===== config.mk =====
export PLATFORM = sky130hd
export DESIGN_NAME = auto_reload_capture_timer
export DESIGN_NICKNAME = d
export VERILOG_FILES = /design/src/logic/tmr_pkg.sv /design/src/logic/pin_sync.sv /design/src/logic/auto_reload_capture_timer.sv
export SDC_FILE = /design/constraint.sdc
export NUM_CORES = 1
export LEC_CHECK = 0
export BUFFER_PORTS_ARGS = -buffer_cell sky130_fd_sc_hd__buf_4
export CAP_MARGIN = 20
export CORE_ASPECT_RATIO = 0.7
export CORE_MARGIN = 2
export CORE_UTILIZATION = 60
export DETAILED_ROUTE_END_ITERATION = 6
export PLACE_DENSITY = 0.86
export REMOVE_ABC_BUFFERS = 1
export SYNTH_ARGS = -nofsm -noshare
export SYNTH_HDL_FRONTEND = slang
export SYNTH_SLANG_ARGS = --single-unit

===== constraint.sdc =====
create_clock -name pclk -period 5.75 [get_ports pclk]
set_input_delay 1.15 -clock pclk [delete_from_list [all_inputs] [get_ports pclk]]
set_output_delay 1.15 -clock pclk [all_outputs]
set_load 0.02 [all_outputs]

===== src/logic/tmr_pkg.sv =====
// package for the auto-reload / capture timer
// assumes a 32-bit apb slave with word-aligned registers
package tmr_pkg;

    // register byte offsets
    localparam logic [7:0] ctrl_off   = 8'h00;
    localparam logic [7:0] reload_off = 8'h04;
    localparam logic [7:0] count_off  = 8'h08;
    localparam logic [7:0] status_off = 8'h0c;
    localparam logic [7:0] mask_off   = 8'h10;

    // ctrl field positions
    localparam int ctrl_run_bit    = 0;
    localparam int ctrl_cnt_bit    = 1;
    localparam int ctrl_cap_bit    = 2;
    localparam int ctrl_ud_bit     = 3;
    localparam int ctrl_exen_bit   = 4;
    localparam int ctrl_rise_bit   = 5;
    localparam int ctrl_width      = 6;

    // status field positions
    localparam int st_reload_bit   = 0;
    localparam int st_capture_bit  = 1;
    localparam int st_width        = 2;

    // reset and wrap values
    localparam logic [5:0]  ctrl_reset  = 6'h00;
    localparam logic [15:0] count_reset = 16'h0000;
    localparam logic [15:0] max_count   = 16'hffff;
    localparam logic [15:0] cap_reload  = 16'h0000;

    // timing: timer tick divisor in pclk periods
    localparam int timer_div = 12;

    typedef struct packed {
        logic rise_edge;
        logic ext_en;
        logic up_down;
        logic capture;
        logic counter;
        logic run;
    } ctrl_t;

    typedef struct packed {
        logic rise;
        logic fall;
        logic level;
    } pin_evt_t;

endpackage


===== src/logic/pin_sync.sv =====
// two-stage synchroniser with edge detector on the second stage
// assumes pin is asynchronous to pclk
module pin_sync
(
    // clock and reset
    input  wire logic               pclk,
    input  wire logic               presetn,
    // pin
    input  wire logic               pin,
    // events
    output tmr_pkg::pin_evt_t       evt
);
    logic meta;
    logic sync;
    logic prev;

    always_ff @(posedge pclk or negedge presetn)
    begin
        if (!presetn)
        begin
            meta <= 1'b0;
            sync <= 1'b0;
            prev <= 1'b0;
        end
        else
        begin
            meta <= pin;
            sync <= meta;
            prev <= sync;
        end
    end

    // edges seen only when two successive samples differ
    assign evt.fall  = prev & ~sync;
    assign evt.rise  = ~prev & sync;
    assign evt.level = sync;
endmodule // pin_sync


===== src/logic/auto_reload_capture_timer.sv =====
// 16-bit auto-reload / capture timer with apb register access
// assumes synchronous apb master; count and control pins may be asynchronous
//
// The implementer's own choices: the APB slave port and the register addresses.
module auto_reload_capture_timer
#(
    parameter int tick_div = tmr_pkg::timer_div
)
(
    // clock and reset
    input  wire logic        pclk,
    input  wire logic        presetn,
    // apb slave
    input  wire logic        psel,
    input  wire logic        penable,
    input  wire logic        pwrite,
    input  wire logic [7:0]  paddr,
    input  wire logic [31:0] pwdata,
    output logic [31:0]      prdata,
    output logic             pready,
    output logic             pslverr,
    // pins
    input  wire logic        count_input_pin,
    input  wire logic        external_control_pin,
    // interrupt
    output logic             irq
);
    ////////////////////////////////////////////////////////////////////////
    // elaboration check: prescaler is eight bits wide
    if (tick_div < 2 || tick_div > 255)
    begin : g_bad_div
        $error("tick_div out of range");
    end

    ////////////////////////////////////////////////////////////////////////
    // pin synchronisers
    tmr_pkg::pin_evt_t cnt_evt;
    tmr_pkg::pin_evt_t ext_evt;

    pin_sync u_cnt_sync
    (
        .pclk    (pclk),
        .presetn (presetn),
        .pin     (count_input_pin),
        .evt     (cnt_evt)
    );

    pin_sync u_ext_sync
    (
        .pclk    (pclk),
        .presetn (presetn),
        .pin     (external_control_pin),
        .evt     (ext_evt)
    );

    ////////////////////////////////////////////////////////////////////////
    // registers
    tmr_pkg::ctrl_t                  ctrl;
    logic [15:0]                     count_register;
    logic [15:0]                     reload_capture_register;
    logic [tmr_pkg::st_width-1:0]    status;
    logic [tmr_pkg::st_width-1:0]    mask;
    logic [7:0]                      prescale;

    ////////////////////////////////////////////////////////////////////////
    // apb decode
    wire access    = psel & penable;
    wire wr        = access & pwrite;
    wire sel_ctrl  = (paddr == tmr_pkg::ctrl_off);
    wire sel_rel   = (paddr == tmr_pkg::reload_off);
    wire sel_cnt   = (paddr == tmr_pkg::count_off);
    wire sel_stat  = (paddr == tmr_pkg::status_off);
    wire sel_mask  = (paddr == tmr_pkg::mask_off);
    wire mapped    = sel_ctrl | sel_rel | sel_cnt | sel_stat | sel_mask;

    assign pready  = 1'b1;
    assign pslverr = access & ~mapped;

    logic [31:0] rd_mux;
    always_comb
    begin
        if (sel_ctrl)
            rd_mux = {26'h0000000, ctrl};
        else if (sel_rel)
            rd_mux = {16'h0000, reload_capture_register};
        else if (sel_cnt)
            rd_mux = {16'h0000, count_register};
        else if (sel_stat)
            rd_mux = {30'h00000000, status};
        else if (sel_mask)
            rd_mux = {30'h00000000, mask};
        else
            rd_mux = 32'h00000000;
    end
    assign prdata = rd_mux;

    ////////////////////////////////////////////////////////////////////////
    // count enable
    wire last_tick  = (prescale == 8'(tick_div - 1));
    wire tick       = ctrl.counter ? cnt_evt.fall : last_tick;
    wire step       = ctrl.run & tick;

    // control pin edge per selected polarity
    wire ext_edge   = ctrl.ext_en & (ctrl.rise_edge ? ext_evt.rise : ext_evt.fall);

    // mode decode
    wire mode_cap   = ctrl.capture;
    wire mode_ud    = ~mode_cap & ctrl.up_down;
    wire dir_up     = ~mode_ud | ext_evt.level;
    wire at_top     = (count_register == tmr_pkg::max_count);
    wire at_bottom  = (count_register == reload_capture_register);

    wire ovf        = step & dir_up & at_top;
    wire unf        = step & ~dir_up & at_bottom;
    wire ext_reload = ~mode_cap & ~mode_ud & ext_edge;
    wire capture_ev = mode_cap & ext_edge;
    wire reload_ev  = ovf | unf | ext_reload;

    // interrupt sources: none in up/down mode
    wire set_reload  = (ovf | ext_reload) & ~mode_ud;
    wire set_capture = capture_ev;

    logic [15:0] next_count;
    always_comb
    begin
        if (mode_cap && ovf)
            next_count = tmr_pkg::cap_reload;
        else if (unf)
            next_count = tmr_pkg::max_count;
        else if (reload_ev)
            next_count = reload_capture_register;
        else if (step && dir_up)
            next_count = count_register + 16'h0001;
        else if (step)
            next_count = count_register - 16'h0001;
        else
            next_count = count_register;
    end

    wire [tmr_pkg::st_width-1:0] set_bits = {set_capture, set_reload};
    wire [tmr_pkg::st_width-1:0] clr_bits =
        (wr && sel_stat) ? pwdata[tmr_pkg::st_width-1:0] : '0;

    ////////////////////////////////////////////////////////////////////////
    // state
    always_ff @(posedge pclk or negedge presetn)
    begin
        if (!presetn)
        begin
            ctrl     <= tmr_pkg::ctrl_reset;
            prescale <= 8'h00;
            mask     <= '0;
            status   <= '0;
        end
        else
        begin
            prescale <= (last_tick || !ctrl.run) ? 8'h00 : prescale + 8'h01;
            status   <= (status & ~clr_bits) | set_bits;
            if (wr && sel_ctrl)
                ctrl <= pwdata[tmr_pkg::ctrl_width-1:0];
            if (wr && sel_mask)
                mask <= pwdata[tmr_pkg::st_width-1:0];
        end
    end

    always_ff @(posedge pclk or negedge presetn)
    begin
        if (!presetn)
        begin
            count_register          <= tmr_pkg::count_reset;
            reload_capture_register <= tmr_pkg::count_reset;
        end
        else
        begin
            if (wr && sel_cnt)
                count_register <= pwdata[15:0];
            else
                count_register <= next_count;
            if (capture_ev)
                reload_capture_register <= count_register;
            else if (wr && sel_rel)
                reload_capture_register <= pwdata[15:0];
        end
    end

    assign irq = |(status & mask);

    ////////////////////////////////////////////////////////////////////////
    // assertions
    a_timer_rate: assert property (@(posedge pclk) disable iff (!presetn)
        (tick_div >= 9 && ctrl.run && !ctrl.counter && step)
        |=> (!step || ctrl.counter) [*8])
        else $error("timer stepped faster than divider");

    a_counter_fall: assert property (@(posedge pclk) disable iff (!presetn)
        (ctrl.counter && step) |-> $past(cnt_evt.level) && !cnt_evt.level)
        else $error("counter stepped without falling edge");

    a_up_wrap: assert property (@(posedge pclk) disable iff (!presetn)
        (ovf && !mode_cap && !(wr && (sel_cnt || sel_rel)))
        |=> count_register == $past(reload_capture_register))
        else $error("overflow did not reload");

    a_ext_reload: assert property (@(posedge pclk) disable iff (!presetn)
        (ext_reload && !(wr && sel_cnt)) |=> count_register == $past(reload_capture_register))
        else $error("edge reload missing");

    a_reload_irq: assert property (@(posedge pclk) disable iff (!presetn)
        (reload_ev && !mode_ud) |=> status[tmr_pkg::st_reload_bit])
        else $error("reload flag not set");

    a_ud_no_irq: assert property (@(posedge pclk) disable iff (!presetn)
        mode_ud |=> (status & ~$past(status)) == '0)
        else $error("interrupt event in up/down mode");

    a_down_wrap: assert property (@(posedge pclk) disable iff (!presetn)
        (unf && !(wr && sel_cnt)) |=> count_register == 16'hffff)
        else $error("underflow did not load ffff");

    a_cap_wrap: assert property (@(posedge pclk) disable iff (!presetn)
        (mode_cap && ovf && !(wr && sel_cnt)) |=> count_register == 16'h0000)
        else $error("capture overflow did not clear");

    a_capture_copy: assert property (@(posedge pclk) disable iff (!presetn)
        capture_ev |=> reload_capture_register == $past(count_register)
                       && status[tmr_pkg::st_capture_bit])
        else $error("capture value wrong");
endmodule // auto_reload_capture_timer


* Word-level counts from Yosys, hierarchy flattened
Index checks and enable logic that the tools add are counted.
** Cells by class
- Add/subtract/negate cells :: 3
- Shift operators :: 0
- Multipliers :: 0
- Equal/unequal tests :: 7
- Muxes and demuxes :: 17
- Reduce and logical (&&, ||, !) cells :: 13
- Magnitude comparators :: 0
- Bitwise operators :: 36
- Divide/modulo/power cells :: 0
** Operator list (number)
- $mux W16 :: 10
- $mux W32 :: 1
- $eq A8 B4 Y1 const B :: 3
- $and A1 B1 Y1 :: 17
- $add A16 B1 Y16 const B :: 1
- $eq A16 B16 Y1 :: 1
- $eq A16 B16 Y1 const B :: 1
- $sub A16 B1 Y16 const B :: 1
- $add A8 B1 Y8 const B :: 1
- $eq A8 B3 Y1 const B :: 1
- $eq A8 B5 Y1 const B :: 1
- $logic_not A8 Y1 :: 1
- $mux W8 :: 1
- $or A1 B1 Y1 :: 8
- $logic_and A1 B1 Y1 :: 7
- $not A1 Y1 :: 7
- $mux W2 :: 3
- $reduce_bool A6 Y1 :: 1
- $and A2 B2 Y2 :: 2
- $mux W1 :: 2
- $not A2 Y2 :: 1
- $or A2 B2 Y2 :: 1
- $reduce_bool A2 Y1 :: 1
- $reduce_or A2 Y1 :: 1
- 2 further kinds :: 2
** Word-level totals
- Logic and storage cells :: 93
- Output and inout bits :: 35
- Bits in latches :: 0
- Register bits after elaboration :: 56
- Memories kept :: 0
- Memory bits (read-only) :: 0
- Memory bits (writable) :: 0

* Longest topological paths before layout
Gate-level depths: netlist of run 1.
- Depth in word-level cells :: 13
- Mapped depth :: 14
- Mapped depth without buffers :: 14

* Cells and area by module
Synthesis of run 1 repeated with hierarchy kept, for this count alone.
** Second synthesis, totals
- Cells, all modules :: 508
- Area total of the unflattened synthesis :: 4332.9 µm²
** Modules (own cells, without submodules)
- auto_reload_capture_timer :: times used 1, area each 4137.7 µm², seq. area each 1251.2 µm², cells an instance 496
- pin_sync :: times used 2, area each 97.6 µm², seq. area each 75.1 µm², cells an instance 6

* Least setup slack after synthesis of run 1
Ideal clock, no wire load.
- Path type :: input -> output
- Start point :: input port paddr[1]
- End point :: output port prdata[10]
- Setup slack :: 1583 ps
- Required time :: 4600 ps
- Cell stages on the path :: 6
- Arrival time :: 3017 ps
- Path through :: or4_1 > or3_1 > clkbuf_1 > nor3_1 > clkbuf_1 > a22o_1
** On the way
- Word-level cells in the longest chain between the ends :: 4
- Elaborated cells between the ends (all ways) :: 6
- Classes of those cells :: eq/ne: 2; mux: 3; reduce/logical: 1
** RTL lines
- start, declared :: line auto_reload_capture_timer.sv:17 : input wire logic [7:0] paddr,
- $eq A8 B4 Y1 :: line auto_reload_capture_timer.sv:71 : wire sel_cnt = (paddr == tmr_pkg::count_off);
- $mux W16 :: line auto_reload_capture_timer.sv:86 : else if (sel_cnt)
- $mux W16 :: line auto_reload_capture_timer.sv:84 : else if (sel_rel)
- $mux W32 (*) :: line auto_reload_capture_timer.sv:82 : if (sel_ctrl)
- end, declared :: line auto_reload_capture_timer.sv:19 : output logic [31:0] prdata,
Every way passes the cells marked *; elsewhere a longest branch is shown, timed or not.

* Worst setup path after layout of run 1
- Start point :: register prescale[0]
- End point :: register count_register[15]
** On the way
- Word-level cells in the longest chain between the ends :: 11
- Elaborated cells between the ends (all ways) :: 17
- Classes of those cells :: eq/ne: 1; mux: 6; bitwise: 7; reduce/logical: 3
** RTL lines
- start, declared :: line auto_reload_capture_timer.sv:63 : logic [7:0] prescale;
- start signal, assigned :: line auto_reload_capture_timer.sv:157 : prescale <= (last_tick || !ctrl.run) ? 8'h00 : prescale + 8'h01;
- $eq A8 B4 Y1 (*) :: line auto_reload_capture_timer.sv:99 : wire last_tick = (prescale == 8'(tick_div - 1));
- $mux W1 (*) :: line auto_reload_capture_timer.sv:100 : wire tick = ctrl.counter ? cnt_evt.fall : last_tick;
- $and A1 B1 Y1 (*) :: line auto_reload_capture_timer.sv:101 : wire step = ctrl.run & tick;
- $and A1 B1 Y1 (on tied branches) (2 in a row) :: line auto_reload_capture_timer.sv:113, auto_reload_capture_timer.sv:114
- $or A1 B1 Y1 (2 in a row) :: line auto_reload_capture_timer.sv:117 : wire reload_ev = ovf | unf | ext_reload;
- $mux W16 :: line auto_reload_capture_timer.sv:130 : else if (reload_ev)
- $mux W16 :: line auto_reload_capture_timer.sv:128 : else if (unf)
- $mux W16 :: line auto_reload_capture_timer.sv:126 : if (mode_cap && ovf)
- $mux W16 :: line auto_reload_capture_timer.sv:175 : if (wr && sel_cnt)
- end signal, assigned :: line auto_reload_capture_timer.sv:170 : count_register <= tmr_pkg::count_reset;
- end signal, assigned :: line auto_reload_capture_timer.sv:176 : count_register <= pwdata[15:0];
- end signal, assigned :: line auto_reload_capture_timer.sv:178 : count_register <= next_count;
- end, declared :: line auto_reload_capture_timer.sv:59 : logic [15:0] count_register;
Marked as above.
A chain may end at the register's enable or synchronous reset.

==> results_dict.tcl, run 1 <==
set metrics [dict create \
    power_frac_comb_pct 22.1 \
    all_layer_global_routing_usage_pct 29.2 \
    path_cells "ha_1, nor4bb_1, a31oi_1, nor2_1, inv_1, ha_1, a2111oi_0, o21ai_0, a21oi_1, o21ai_0, o41ai_1, xnor2_1, and3_4, nor3_1" \
    r2r-end "count_register[15]" \
    rr_startpoint "prescale[0]" \
    timing.critical_path.slowest_cell_delay_ns 0.48 \
    cell_chosen_for_the_clock_root "sky130_fd_sc_hd__clkbuf_8" \
    setup_tns_ns 0 \
    firstDrtPassIters 5 \
    synth.top_cells.by_area "sky130_fd_sc_hd__dfrtp_1 34%, sky130_fd_sc_hd__mux2i_1 6.9%, sky130_fd_sc_hd__ha_1 5.2%" \
    worstHoldEndpoint "u_ext_sync.sync" \
    die_width_um 103 \
    post_synth_instance_area_um2 4090 \
    synth-async-reset-ratio_pct 100 \
    number_of_nets_still_failing_antenna_checks_after_routing 0 \
    row_count 25 \
    timing.critical_path.slowest_stage_cell "sky130_fd_sc_hd__ha_1" \
    via_per_inst 6.17 \
    timing.final.hold_violations 0 \
    grt_max_degree 57 \
    detail_route.wirelength_mm 10.6 \
    cts_htree_levels 2 \
    path_delay_family "compound AO/OA/AOI/OAI gates" \
    cp_data_required_time_ns 5.99 \
    synth_cells 470 \
    cts_post_setup_buffers_inserted 0 \
    first_iter_violations 300 \
    ir_drop_v 0.000155 \
    gr-total-overflow 0 \
    synth_edf_count 0 \
    crit_path_start_kind "register" \
    dpl.hpwl_mm 7.57 \
    powerDensity_nw_per_um2 195 \
    synth_sequential_area_ratio_pct 34.3 \
    dominantRegCellSynth "sky130_fd_sc_hd__dfrtp_1" \
    switching_share_pct 30.1 \
    worstHoldPathType "register to register" \
    die_area_um2 7500 \
    synth_area_leader_cell "sky130_fd_sc_hd__dfrtp_1" \
    drive_gt1_share_pct 15.7 \
    worstSkewPairLatency_ns 0.31 \
    tritoncts.num_buffers 5 \
    floorplan.die.height_um 73.1 \
    finalSetupViolations 0 \
    numPortBuffers 48 \
    cp_num_buf_inv 1 \
    drt_drc_violations_left 0 \
    post-route-worst-setup-slack_ns 1.30 \
    power.switching_mw 0.269 \
    synth_area_per_cell_um2 8.70 \
    clkPwrFrac_pct 29.8 \
    antennaDiodeCount 0 \
    unrepaired_setup_endpoints_after_global_routing "no" \
    grt_pass1_vias 3527 \
    holdPathStages 0 \
    clock_sinks 56 \
    fin_crit_sh_pct 77.3 \
    timing.critical_path.arrival_ns 4.68 \
    total_internal_power_mw 0.624 \
    final_nets 574 \
    cts_hold_repair.buffers 0 \
    timing.fmax_mhz 225 \
    timing.clock.skew_ns 0.00946 \
    grt_antenna_before_repair 0 \
    post_dr_wirelength_cell_um 17.5 \
    ff2ff_setup_slack_ns 1.30 \
    area_growth_from_synthesis_to_layout_pct 12.2 \
    total_leakage_power_nw 2.10 \
    wire_length_of_the_first_global_routing_pass_mm 17.2 \
    route.vias.total 3725 \
    cts_buffer_depth 2 \
    floorplan.initialDensity_pct 61.4 \
    finalCoreUtilization_pct 68.8 \
    worstMarginPinSlew_ns 0.858 \
    post_cts_resized 0 \
    pre_cts_slack_ns 1.49 \
    post_synth_num_cell_types 58 \
    min_from "u_ext_sync.meta" \
    path_clk_slew_ns 0.11 \
    cap_viol_max_count 0 \
    routability_driven_placement_congestion_ratio 0.977 \
    worstRegToRegCells 14 \
    ys_warnings 0 \
    critical_path_peak_fanout 17 \
    seq_power_share_pct 48.1 \
    outcome "complete, no violations" \
    slew_headroom_pct 42.8 \
    min_period_ns 4.45 \
    yosys.area.top_type_share_pct 34.3 \
    tritoncts "yes" \
    core-area_um2 6660 \
    timing.critical_path.to_type "register" \
    synth-seq-cells 56 \
    setup.worst_path.class "register to register" \
    pin_count 82 \
    maxSlewViolCount 0 \
]
cells by family (layout without fill, tap and decap cells):
kind of cell	Yosys count	in the layout	share of synthesized area [%]
AO/OA/AOI/OAI	132	132	20.2
XOR/XNOR	32	32	6.86
adder cells (fa/ha/maj)	18	18	5.69
buffers and inverters	44	69	5.69
flip-flops	56	56	34.3
multiplexers	36	36	9.06
other	2	17	0.184
AND/OR/NAND/NOR	150	150	18.0
worst register-to-register path, cell delays in order (launching register included):
cell                        delay (ns)
sky130_fd_sc_hd__dfrtp_1          0.41
sky130_fd_sc_hd__ha_1             0.22
sky130_fd_sc_hd__nor4bb_1         0.39
sky130_fd_sc_hd__a31oi_1          0.18
sky130_fd_sc_hd__nor2_1           0.23
sky130_fd_sc_hd__inv_1            0.36
sky130_fd_sc_hd__ha_1             0.49
sky130_fd_sc_hd__a2111oi_0        0.46
sky130_fd_sc_hd__o21ai_0          0.25
sky130_fd_sc_hd__a21oi_1          0.31
sky130_fd_sc_hd__o21ai_0          0.21
sky130_fd_sc_hd__o41ai_1          0.37
sky130_fd_sc_hd__xnor2_1          0.15
sky130_fd_sc_hd__and3_4           0.20
sky130_fd_sc_hd__nor3_1           0.16
worst max path at each step:
stage / startpoint / endpoint / cells after the start
6_report: prescale[0] / count_register[15] / 14
3_3_place_gp: prescale[0] / count_register[14] / 14
2_1_floorplan: paddr[1] / prdata[10] / 4
5_1_grt: prescale[0] / count_register[15] / 14
4_1_cts: prescale[0] / count_register[15] / 14
3_5_place_dp: prescale[0] / count_register[14] / 14
per-stage QoR:
stage          total power, mW  instances  area (um^2)  hold slack (ns)
2_1_floorplan            0.567        448         3940            0.331
3_3_place_gp             0.621        596         4480            0.336
3_5_place_dp             0.629        596         4480            0.336
4_1_cts                  0.891        604         4590            0.360
5_1_grt                  0.934        604         4590            0.363
6_report                 0.893        604         4590            0.359
per-layer routing:
metal  GRT usage (%)  up-vias  part of all wire (%)
met4            6.67        0                   1.2
met1            43.9     1777                    45
li1                -     1747                     -
met2            44.8      184                    44
met3            3.83       17                   9.8
met5               0        -                     0
area by class of cell:
cell class | instances | area, um^2
inverter | 7 | 26.3
tap | 94 | 118
multi-input combinational | 385 | 2520
clock inverter | 3 | 42.5
fill | 544 | 2080
sequential | 56 | 1400
timing repair buffer | 54 | 405
clock buffer | 5 | 68.8
power groups by stage:
stage	Clock [mW]	Combinational, mW	Sequential, mW
6_report	0.266	0.198	0.430
5_1_grt	0.282	0.221	0.432
3_5_place_dp	0	0.192	0.436
2_1_floorplan	0	0.138	0.429
3_3_place_gp	0	0.185	0.435
4_1_cts	0.269	0.194	0.429
placed cells by master (no fill, tap or decap), types with 3 or more instances in the layout:
cell and n:
sky130_fd_sc_hd__nand4_1 4, sky130_fd_sc_hd__o21a_1 3, sky130_fd_sc_hd__and3_1 7, sky130_fd_sc_hd__xnor2_1 15
sky130_fd_sc_hd__dfrtp_1 56, sky130_fd_sc_hd__or3_1 3, sky130_fd_sc_hd__nor3_1 7, sky130_fd_sc_hd__mux2_2 8
sky130_fd_sc_hd__ha_1 17, sky130_fd_sc_hd__a21o_1 5, sky130_fd_sc_hd__conb_1 17, sky130_fd_sc_hd__nand3_1 8
sky130_fd_sc_hd__a211oi_1 4, sky130_fd_sc_hd__mux2i_1 28, sky130_fd_sc_hd__a31oi_1 8, sky130_fd_sc_hd__o21ai_0 40
sky130_fd_sc_hd__xor2_1 17, sky130_fd_sc_hd__inv_1 7, sky130_fd_sc_hd__o41ai_1 3, sky130_fd_sc_hd__nor2_1 37
sky130_fd_sc_hd__nor2b_1 5, sky130_fd_sc_hd__a22o_1 11, sky130_fd_sc_hd__nand2_1 49, sky130_fd_sc_hd__a21oi_1 35
sky130_fd_sc_hd__and2_1 3, sky130_fd_sc_hd__nor4_1 4, sky130_fd_sc_hd__nand2b_1 7, sky130_fd_sc_hd__buf_4 54
sky130_fd_sc_hd__clkbuf_8 5
synthesized netlist by cell type, types with 11 or more instances:
cell type / instances
sky130_fd_sc_hd__ha_1: 17
sky130_fd_sc_hd__a22o_1: 11
sky130_fd_sc_hd__buf_4: 17
sky130_fd_sc_hd__xnor2_1: 15
sky130_fd_sc_hd__clkbuf_1: 15
sky130_fd_sc_hd__mux2i_1: 28
sky130_fd_sc_hd__nand2_1: 49
sky130_fd_sc_hd__a21oi_1: 36
sky130_fd_sc_hd__xor2_1: 17
sky130_fd_sc_hd__dfrtp_1: 56
sky130_fd_sc_hd__o21ai_0: 40
sky130_fd_sc_hd__nor2_1: 37
state kept, by name, summed over array words and instances, names as in the netlist:
name	flops
count_register	16
ctrl	5
mask	2
mode_cap	1
prescale	8
reload_capture_register	16
status	2
u_cnt_sync.meta	1
u_cnt_sync.prev	1
u_cnt_sync.sync	1
u_ext_sync.meta	1
u_ext_sync.prev	1
u_ext_sync.sync	1
Power figures use the tool's default switching activity.
==> inputs of run 2 (changes only) <==
CORE_UTILIZATION = 56   (was 60)
PLACE_DENSITY = 0.81   (was 0.86)
clock period = 4.6 ns   (was 5.75 ns; I/O delays follow)
==> results_dict.tcl, run 2 (synthesized netlist as in run 1, its figures left out) <==
set metrics [dict create \
    outcome "complete, no violations" \
    numPortBuffers 48 \
    layout.filler_cells 590 \
    total_leakage_power_nw 2.12 \
    core-area_um2 7190 \
    final_cell_count_no_fill 611 \
    holdPathStages 0 \
    timing.final.hold_violations 0 \
    row_count 26 \
    worstRegToRegCells 15 \
    area.sequential_um2 1400 \
    pin_count 82 \
    number_of_nets_still_failing_antenna_checks_after_routing 0 \
    drt_drc_violations_left 0 \
    total_power_mw 1.08 \
    route.vias.total 3787 \
    clock_sinks 56 \
    slew_headroom_pct 52.4 \
    powerDensity_nw_per_um2 233 \
    crit_path_start_kind "register" \
    dpl.hpwl_mm 7.54 \
    unrepaired_setup_endpoints_after_global_routing "no" \
    cts_hold_repair.buffers 0 \
    all_layer_global_routing_usage_pct 26.6 \
    cp_data_required_time_ns 4.83 \
    gr-total-overflow 0 \
    grt_max_degree 57 \
    worstMarginPinSlew_ns 0.714 \
    floorplan.initialDensity_pct 56.9 \
    cell_chosen_for_the_clock_root "sky130_fd_sc_hd__clkbuf_8" \
    die_width_um 106 \
    antennaDiodeCount 0 \
    timing.critical_path.to_type "register" \
    cts_buffer_depth 2 \
    multi_input_area_um2 2520 \
    finalCoreUtilization_pct 64.2 \
    area_growth_from_synthesis_to_layout_pct 13.0 \
    timing.fmax_mhz 230 \
    timing.clock.skew_ns 0.00639 \
    die_area_um2 8010 \
    critical_path_peak_fanout 7 \
    tritoncts.num_buffers 5 \
    floorplan.die.height_um 75.5 \
    path_clk_slew_ns 0.09 \
    via_per_inst 6.20 \
    min_period_ns 4.34 \
    detail_route.wirelength_mm 10.7 \
    grt_antenna_before_repair 0 \
    post_dr_wirelength_cell_um 17.5 \
    cts_htree_levels 2 \
    setup.worst_path.class "register to register" \
    cap_viol_max_count 0 \
    top_library_cells_by_usage_in_the_layout_fill_and_taps_aside "57 x sky130_fd_sc_hd__buf_4, 56 x sky130_fd_sc_hd__dfrtp_1, 49 x sky130_fd_sc_hd__nand2_1" \
    ir_drop_v 0.000137 \
    firstDrtPassIters 5 \
    pre_cts_slack_ns 0.397 \
    layout_commonest_cell "sky130_fd_sc_hd__buf_4" \
    maxSlewViolCount 0 \
    worstSkewPairLatency_ns 0.31 \
    post-route-worst-setup-slack_ns 0.258 \
    finalSetupViolations 0 \
    routability_driven_placement_congestion_ratio 0.929 \
    first_iter_violations 334 \
    drive_gt1_share_pct 16.4 \
    setup_tns_ns 0 \
    grt_pass1_vias 3334 \
    wire_length_of_the_first_global_routing_pass_mm 16.7 \
    tritoncts "yes" \
    fin_crit_sh_pct 94.4 \
    timing.critical_path.arrival_ns 4.57 \
    largestRegisters "count_register x16, reload_capture_register x16, prescale x8" \
    final_nets 578 \
    dp.cells 601 \
    worstHoldPathType "register to register" \
]
==> run 2: where the power goes <==
group | internal, mW | total, mW | leakage, nW | switching, mW
registers | 0.508 | 0.537 | 0.750 | 0.0287
clock network | 0.135 | 0.290 | 0.0503 | 0.155
logic | 0.111 | 0.249 | 1.32 | 0.138
==> run 2: metal layers <==
metal / vias up / GRT usage, % / share of wire, % / wire length [um]
met3: 30 / 5.65 / 9.8 / 1050
met4: 0 / 6.43 / 1.7 / 186
met1: 1811 / 38.0 / 46 / 4890
met2: 204 / 41.9 / 43 / 4550
met5: - / 0 / 0 / 0
li1: 1742 / - / - / -
==> run 2: final cells by class <==
class                   instances  share of cell area (%)
flip-flops and latches         56                    30.3
repair buffers                 58                    9.59
well taps                      98                    2.66
inverters                       7                   0.650
multi-input cells             385                    54.7
clock buffers                   7                    2.09
==> run 2: timing repair <==
item	4_1_cts	5_1_grt
endpoints found under the setup margin	0	1
buffers inserted	0	3
gates resized for setup	0	1
==> run 2: final timing paths <==
check	startpoint	endpoint	slack (ns)
max	prescale[0]	count_register[15]	0.26
min	u_ext_sync.meta	u_ext_sync.sync	0.36
max reg2reg	prescale[0]	count_register[15]	0.26
min in group asynchronous	presetn	count_register[5]	0.66
max in group asynchronous	presetn	count_register[1]	3.48
min reg2reg	u_ext_sync.meta	u_ext_sync.sync	0.36
==> run 2: stage by stage <==
step | hold WS (ns) | area [um^2]
final | 0.355 | 4620
after floorplan | 0.331 | 3940
after CTS | 0.358 | 4590
after global placement | 0.338 | 4480
after detailed placement | 0.336 | 4500
after global routing | 0.368 | 4620
==> run 2: critical path, stage by stage, from the launching register on <==
cell and delay, ns:
sky130_fd_sc_hd__dfrtp_1 0.40, sky130_fd_sc_hd__ha_1 0.21, sky130_fd_sc_hd__nor4bb_1 0.38, sky130_fd_sc_hd__a31oi_1 0.18, sky130_fd_sc_hd__nor2_1 0.32, sky130_fd_sc_hd__clkinvlp_4 0.26, sky130_fd_sc_hd__buf_4 0.19, sky130_fd_sc_hd__ha_1 0.25
sky130_fd_sc_hd__a2111oi_0 0.44, sky130_fd_sc_hd__o21ai_0 0.27, sky130_fd_sc_hd__a21oi_1 0.33, sky130_fd_sc_hd__o21ai_0 0.20, sky130_fd_sc_hd__o41ai_1 0.33, sky130_fd_sc_hd__xnor2_1 0.14, sky130_fd_sc_hd__and3_4 0.18, sky130_fd_sc_hd__nor3_1 0.18
==> inputs of run 3 (changes only) <==
clock period = 4.2 ns   (was 4.6 ns; I/O delays follow)
==> results_dict.tcl, run 3 (synthesized netlist as in run 1, its figures left out) <==
set metrics [dict create \
    cts_post_setup_buffers_inserted 0 \
    pin_count 82 \
    clkPwrFrac_pct 29.2 \
    pre_cts_slack_ns 0.147 \
    timing.final.hold_violations 0 \
    die_area_um2 8010 \
    firstDrtPassIters 5 \
    cts_hold_repair.buffers 0 \
    numPortBuffers 48 \
    cap_viol_max_count 0 \
    critical_path_peak_fanout 12 \
    multi_input_area_um2 2530 \
    wire_length_of_the_first_global_routing_pass_mm 17.3 \
    area.sequential_um2 1400 \
    post-route-worst-setup-slack_ns 0.212 \
    detail_route.wirelength_mm 10.8 \
    path_clk_slew_ns 0.10 \
    cell_chosen_for_the_clock_root "sky130_fd_sc_hd__clkbuf_8" \
    timing.critical_path.arrival_ns 4.22 \
    tritoncts.num_buffers 5 \
    layout_commonest_cell "sky130_fd_sc_hd__buf_4" \
    worstMarginPinSlew_ns 0.737 \
    grt_antenna_before_repair 0 \
    power.switching_mw 0.362 \
    grt_max_degree 57 \
    dpl.hpwl_mm 7.87 \
    all_layer_global_routing_usage_pct 27.6 \
    maxSlewViolCount 0 \
    post_dr_wirelength_cell_um 17.6 \
    die_width_um 106 \
    total_internal_power_mw 0.859 \
    setup_tns_ns 0 \
    final_nets 578 \
    top_library_cells_by_usage_in_the_layout_fill_and_taps_aside "58 x sky130_fd_sc_hd__buf_4, 56 x sky130_fd_sc_hd__dfrtp_1, 49 x sky130_fd_sc_hd__nand2_1" \
    drive_gt1_share_pct 16.5 \
    floorplan.die.height_um 75.5 \
    floorplan.initialDensity_pct 56.9 \
    unrepaired_setup_endpoints_after_global_routing "no" \
    core-area_um2 7190 \
    crit_path_start_kind "register" \
    timing.clock.skew_ns 0.00894 \
    number_of_nets_still_failing_antenna_checks_after_routing 0 \
    slew_headroom_pct 50.9 \
    total_leakage_power_nw 2.12 \
    setup.worst_path.class "register to register" \
    route.vias.total 3783 \
    layout.filler_cells 614 \
    switching_share_pct 29.6 \
    power_frac_comb_pct 22.7 \
    ir_drop_v 0.000141 \
    row_count 26 \
    gr-total-overflow 0 \
    powerDensity_nw_per_um2 264 \
    antennaDiodeCount 0 \
    worstSkewPairLatency_ns 0.31 \
    cts_buffer_depth 2 \
    routability_driven_placement_congestion_ratio 0.972 \
    drt_drc_violations_left 0 \
    worstHoldPathType "register to register" \
    dp.cells 604 \
    area_growth_from_synthesis_to_layout_pct 13.1 \
    cts_htree_levels 2 \
    first_iter_violations 281 \
    min_period_ns 3.99 \
    final_cell_count_no_fill 612 \
    grt_pass1_vias 3474 \
    timing.fmax_mhz 251 \
    fin_crit_sh_pct 94.9 \
    via_per_inst 6.18 \
    cp_data_required_time_ns 4.43 \
    clock_sinks 56 \
    seq_power_share_pct 48.2 \
    timing.critical_path.to_type "register" \
    finalSetupViolations 0 \
    tritoncts "yes" \
    largestRegisters "count_register x16, reload_capture_register x16, prescale x8" \
    outcome "complete, no violations" \
]
## run 3: repair_timing
action                                 4_1_cts  5_1_grt
endpoints found under the hold margin        0        0
resized for setup                            0        2
setup endpoints to repair                    0        3
## run 3: critical path: stages (launching register included)
cell and delay [ns]:
sky130_fd_sc_hd__dfrtp_1 0.41, sky130_fd_sc_hd__ha_1 0.21, sky130_fd_sc_hd__nor4bb_2 0.35, sky130_fd_sc_hd__a31oi_1 0.17, sky130_fd_sc_hd__nor2_1 0.27, sky130_fd_sc_hd__inv_2 0.19, sky130_fd_sc_hd__ha_1 0.39, sky130_fd_sc_hd__a2111oi_0 0.36
sky130_fd_sc_hd__o21ai_0 0.23, sky130_fd_sc_hd__a21oi_1 0.32, sky130_fd_sc_hd__o21ai_0 0.19, sky130_fd_sc_hd__o41ai_1 0.33, sky130_fd_sc_hd__xnor2_1 0.15, sky130_fd_sc_hd__and3_4 0.19, sky130_fd_sc_hd__nor3_1 0.16
## run 3: worst paths after layout
check	start	endpoint	slack, ns	cells past startpoint
min in group asynchronous	presetn	count_register[6]	0.58	1
worst max-delay path	prescale[0]	count_register[15]	0.21	14
worst min register to register	u_ext_sync.meta	u_ext_sync.sync	0.36	0
worst min-delay path	u_ext_sync.meta	u_ext_sync.sync	0.36	0
worst max register to register	prescale[0]	count_register[15]	0.21	14
max in group asynchronous	presetn	reload_capture_register[11]	3.13	1
## run 3: metrics by stage
stage / power [mW] / area, um^2 / hold WS (ns) / utilization (%)
floorplan: 0.777 / 3940 / 0.331 / -
global placement: 0.856 / 4510 / 0.338 / 62.7
detailed placement: 0.868 / 4510 / 0.336 / 62.7
CTS: 1.22 / 4620 / 0.360 / 64.2
global route: 1.28 / 4620 / 0.368 / 64.3
finish: 1.22 / 4620 / 0.356 / 64.3
## run 3: per-layer routing
layer  global-route usage [%]  part of all wire (%)
met5                        0                     0
met4                     8.33                   1.5
met3                     3.34                   9.2
met2                     44.3                    44
met1                     39.9                    45
## run 3: layout make-up
class	count	area share [%]
clock buffers	6	1.57
clock inverters	2	0.758
inverters	7	0.568
multi-input cells	385	54.7
flip-flops and latches	56	30.3
well taps	98	2.65
repair buffers	58	9.42
## run 3: power groups by stage
stage / clock network (mW) / logic (mW) / registers (mW)
final: 0.356 / 0.277 / 0.588
after detailed placement: 0 / 0.270 / 0.598
after floorplan: 0 / 0.189 / 0.588
after global routing: 0.382 / 0.302 / 0.591
after CTS: 0.364 / 0.272 / 0.587
after global placement: 0 / 0.260 / 0.596
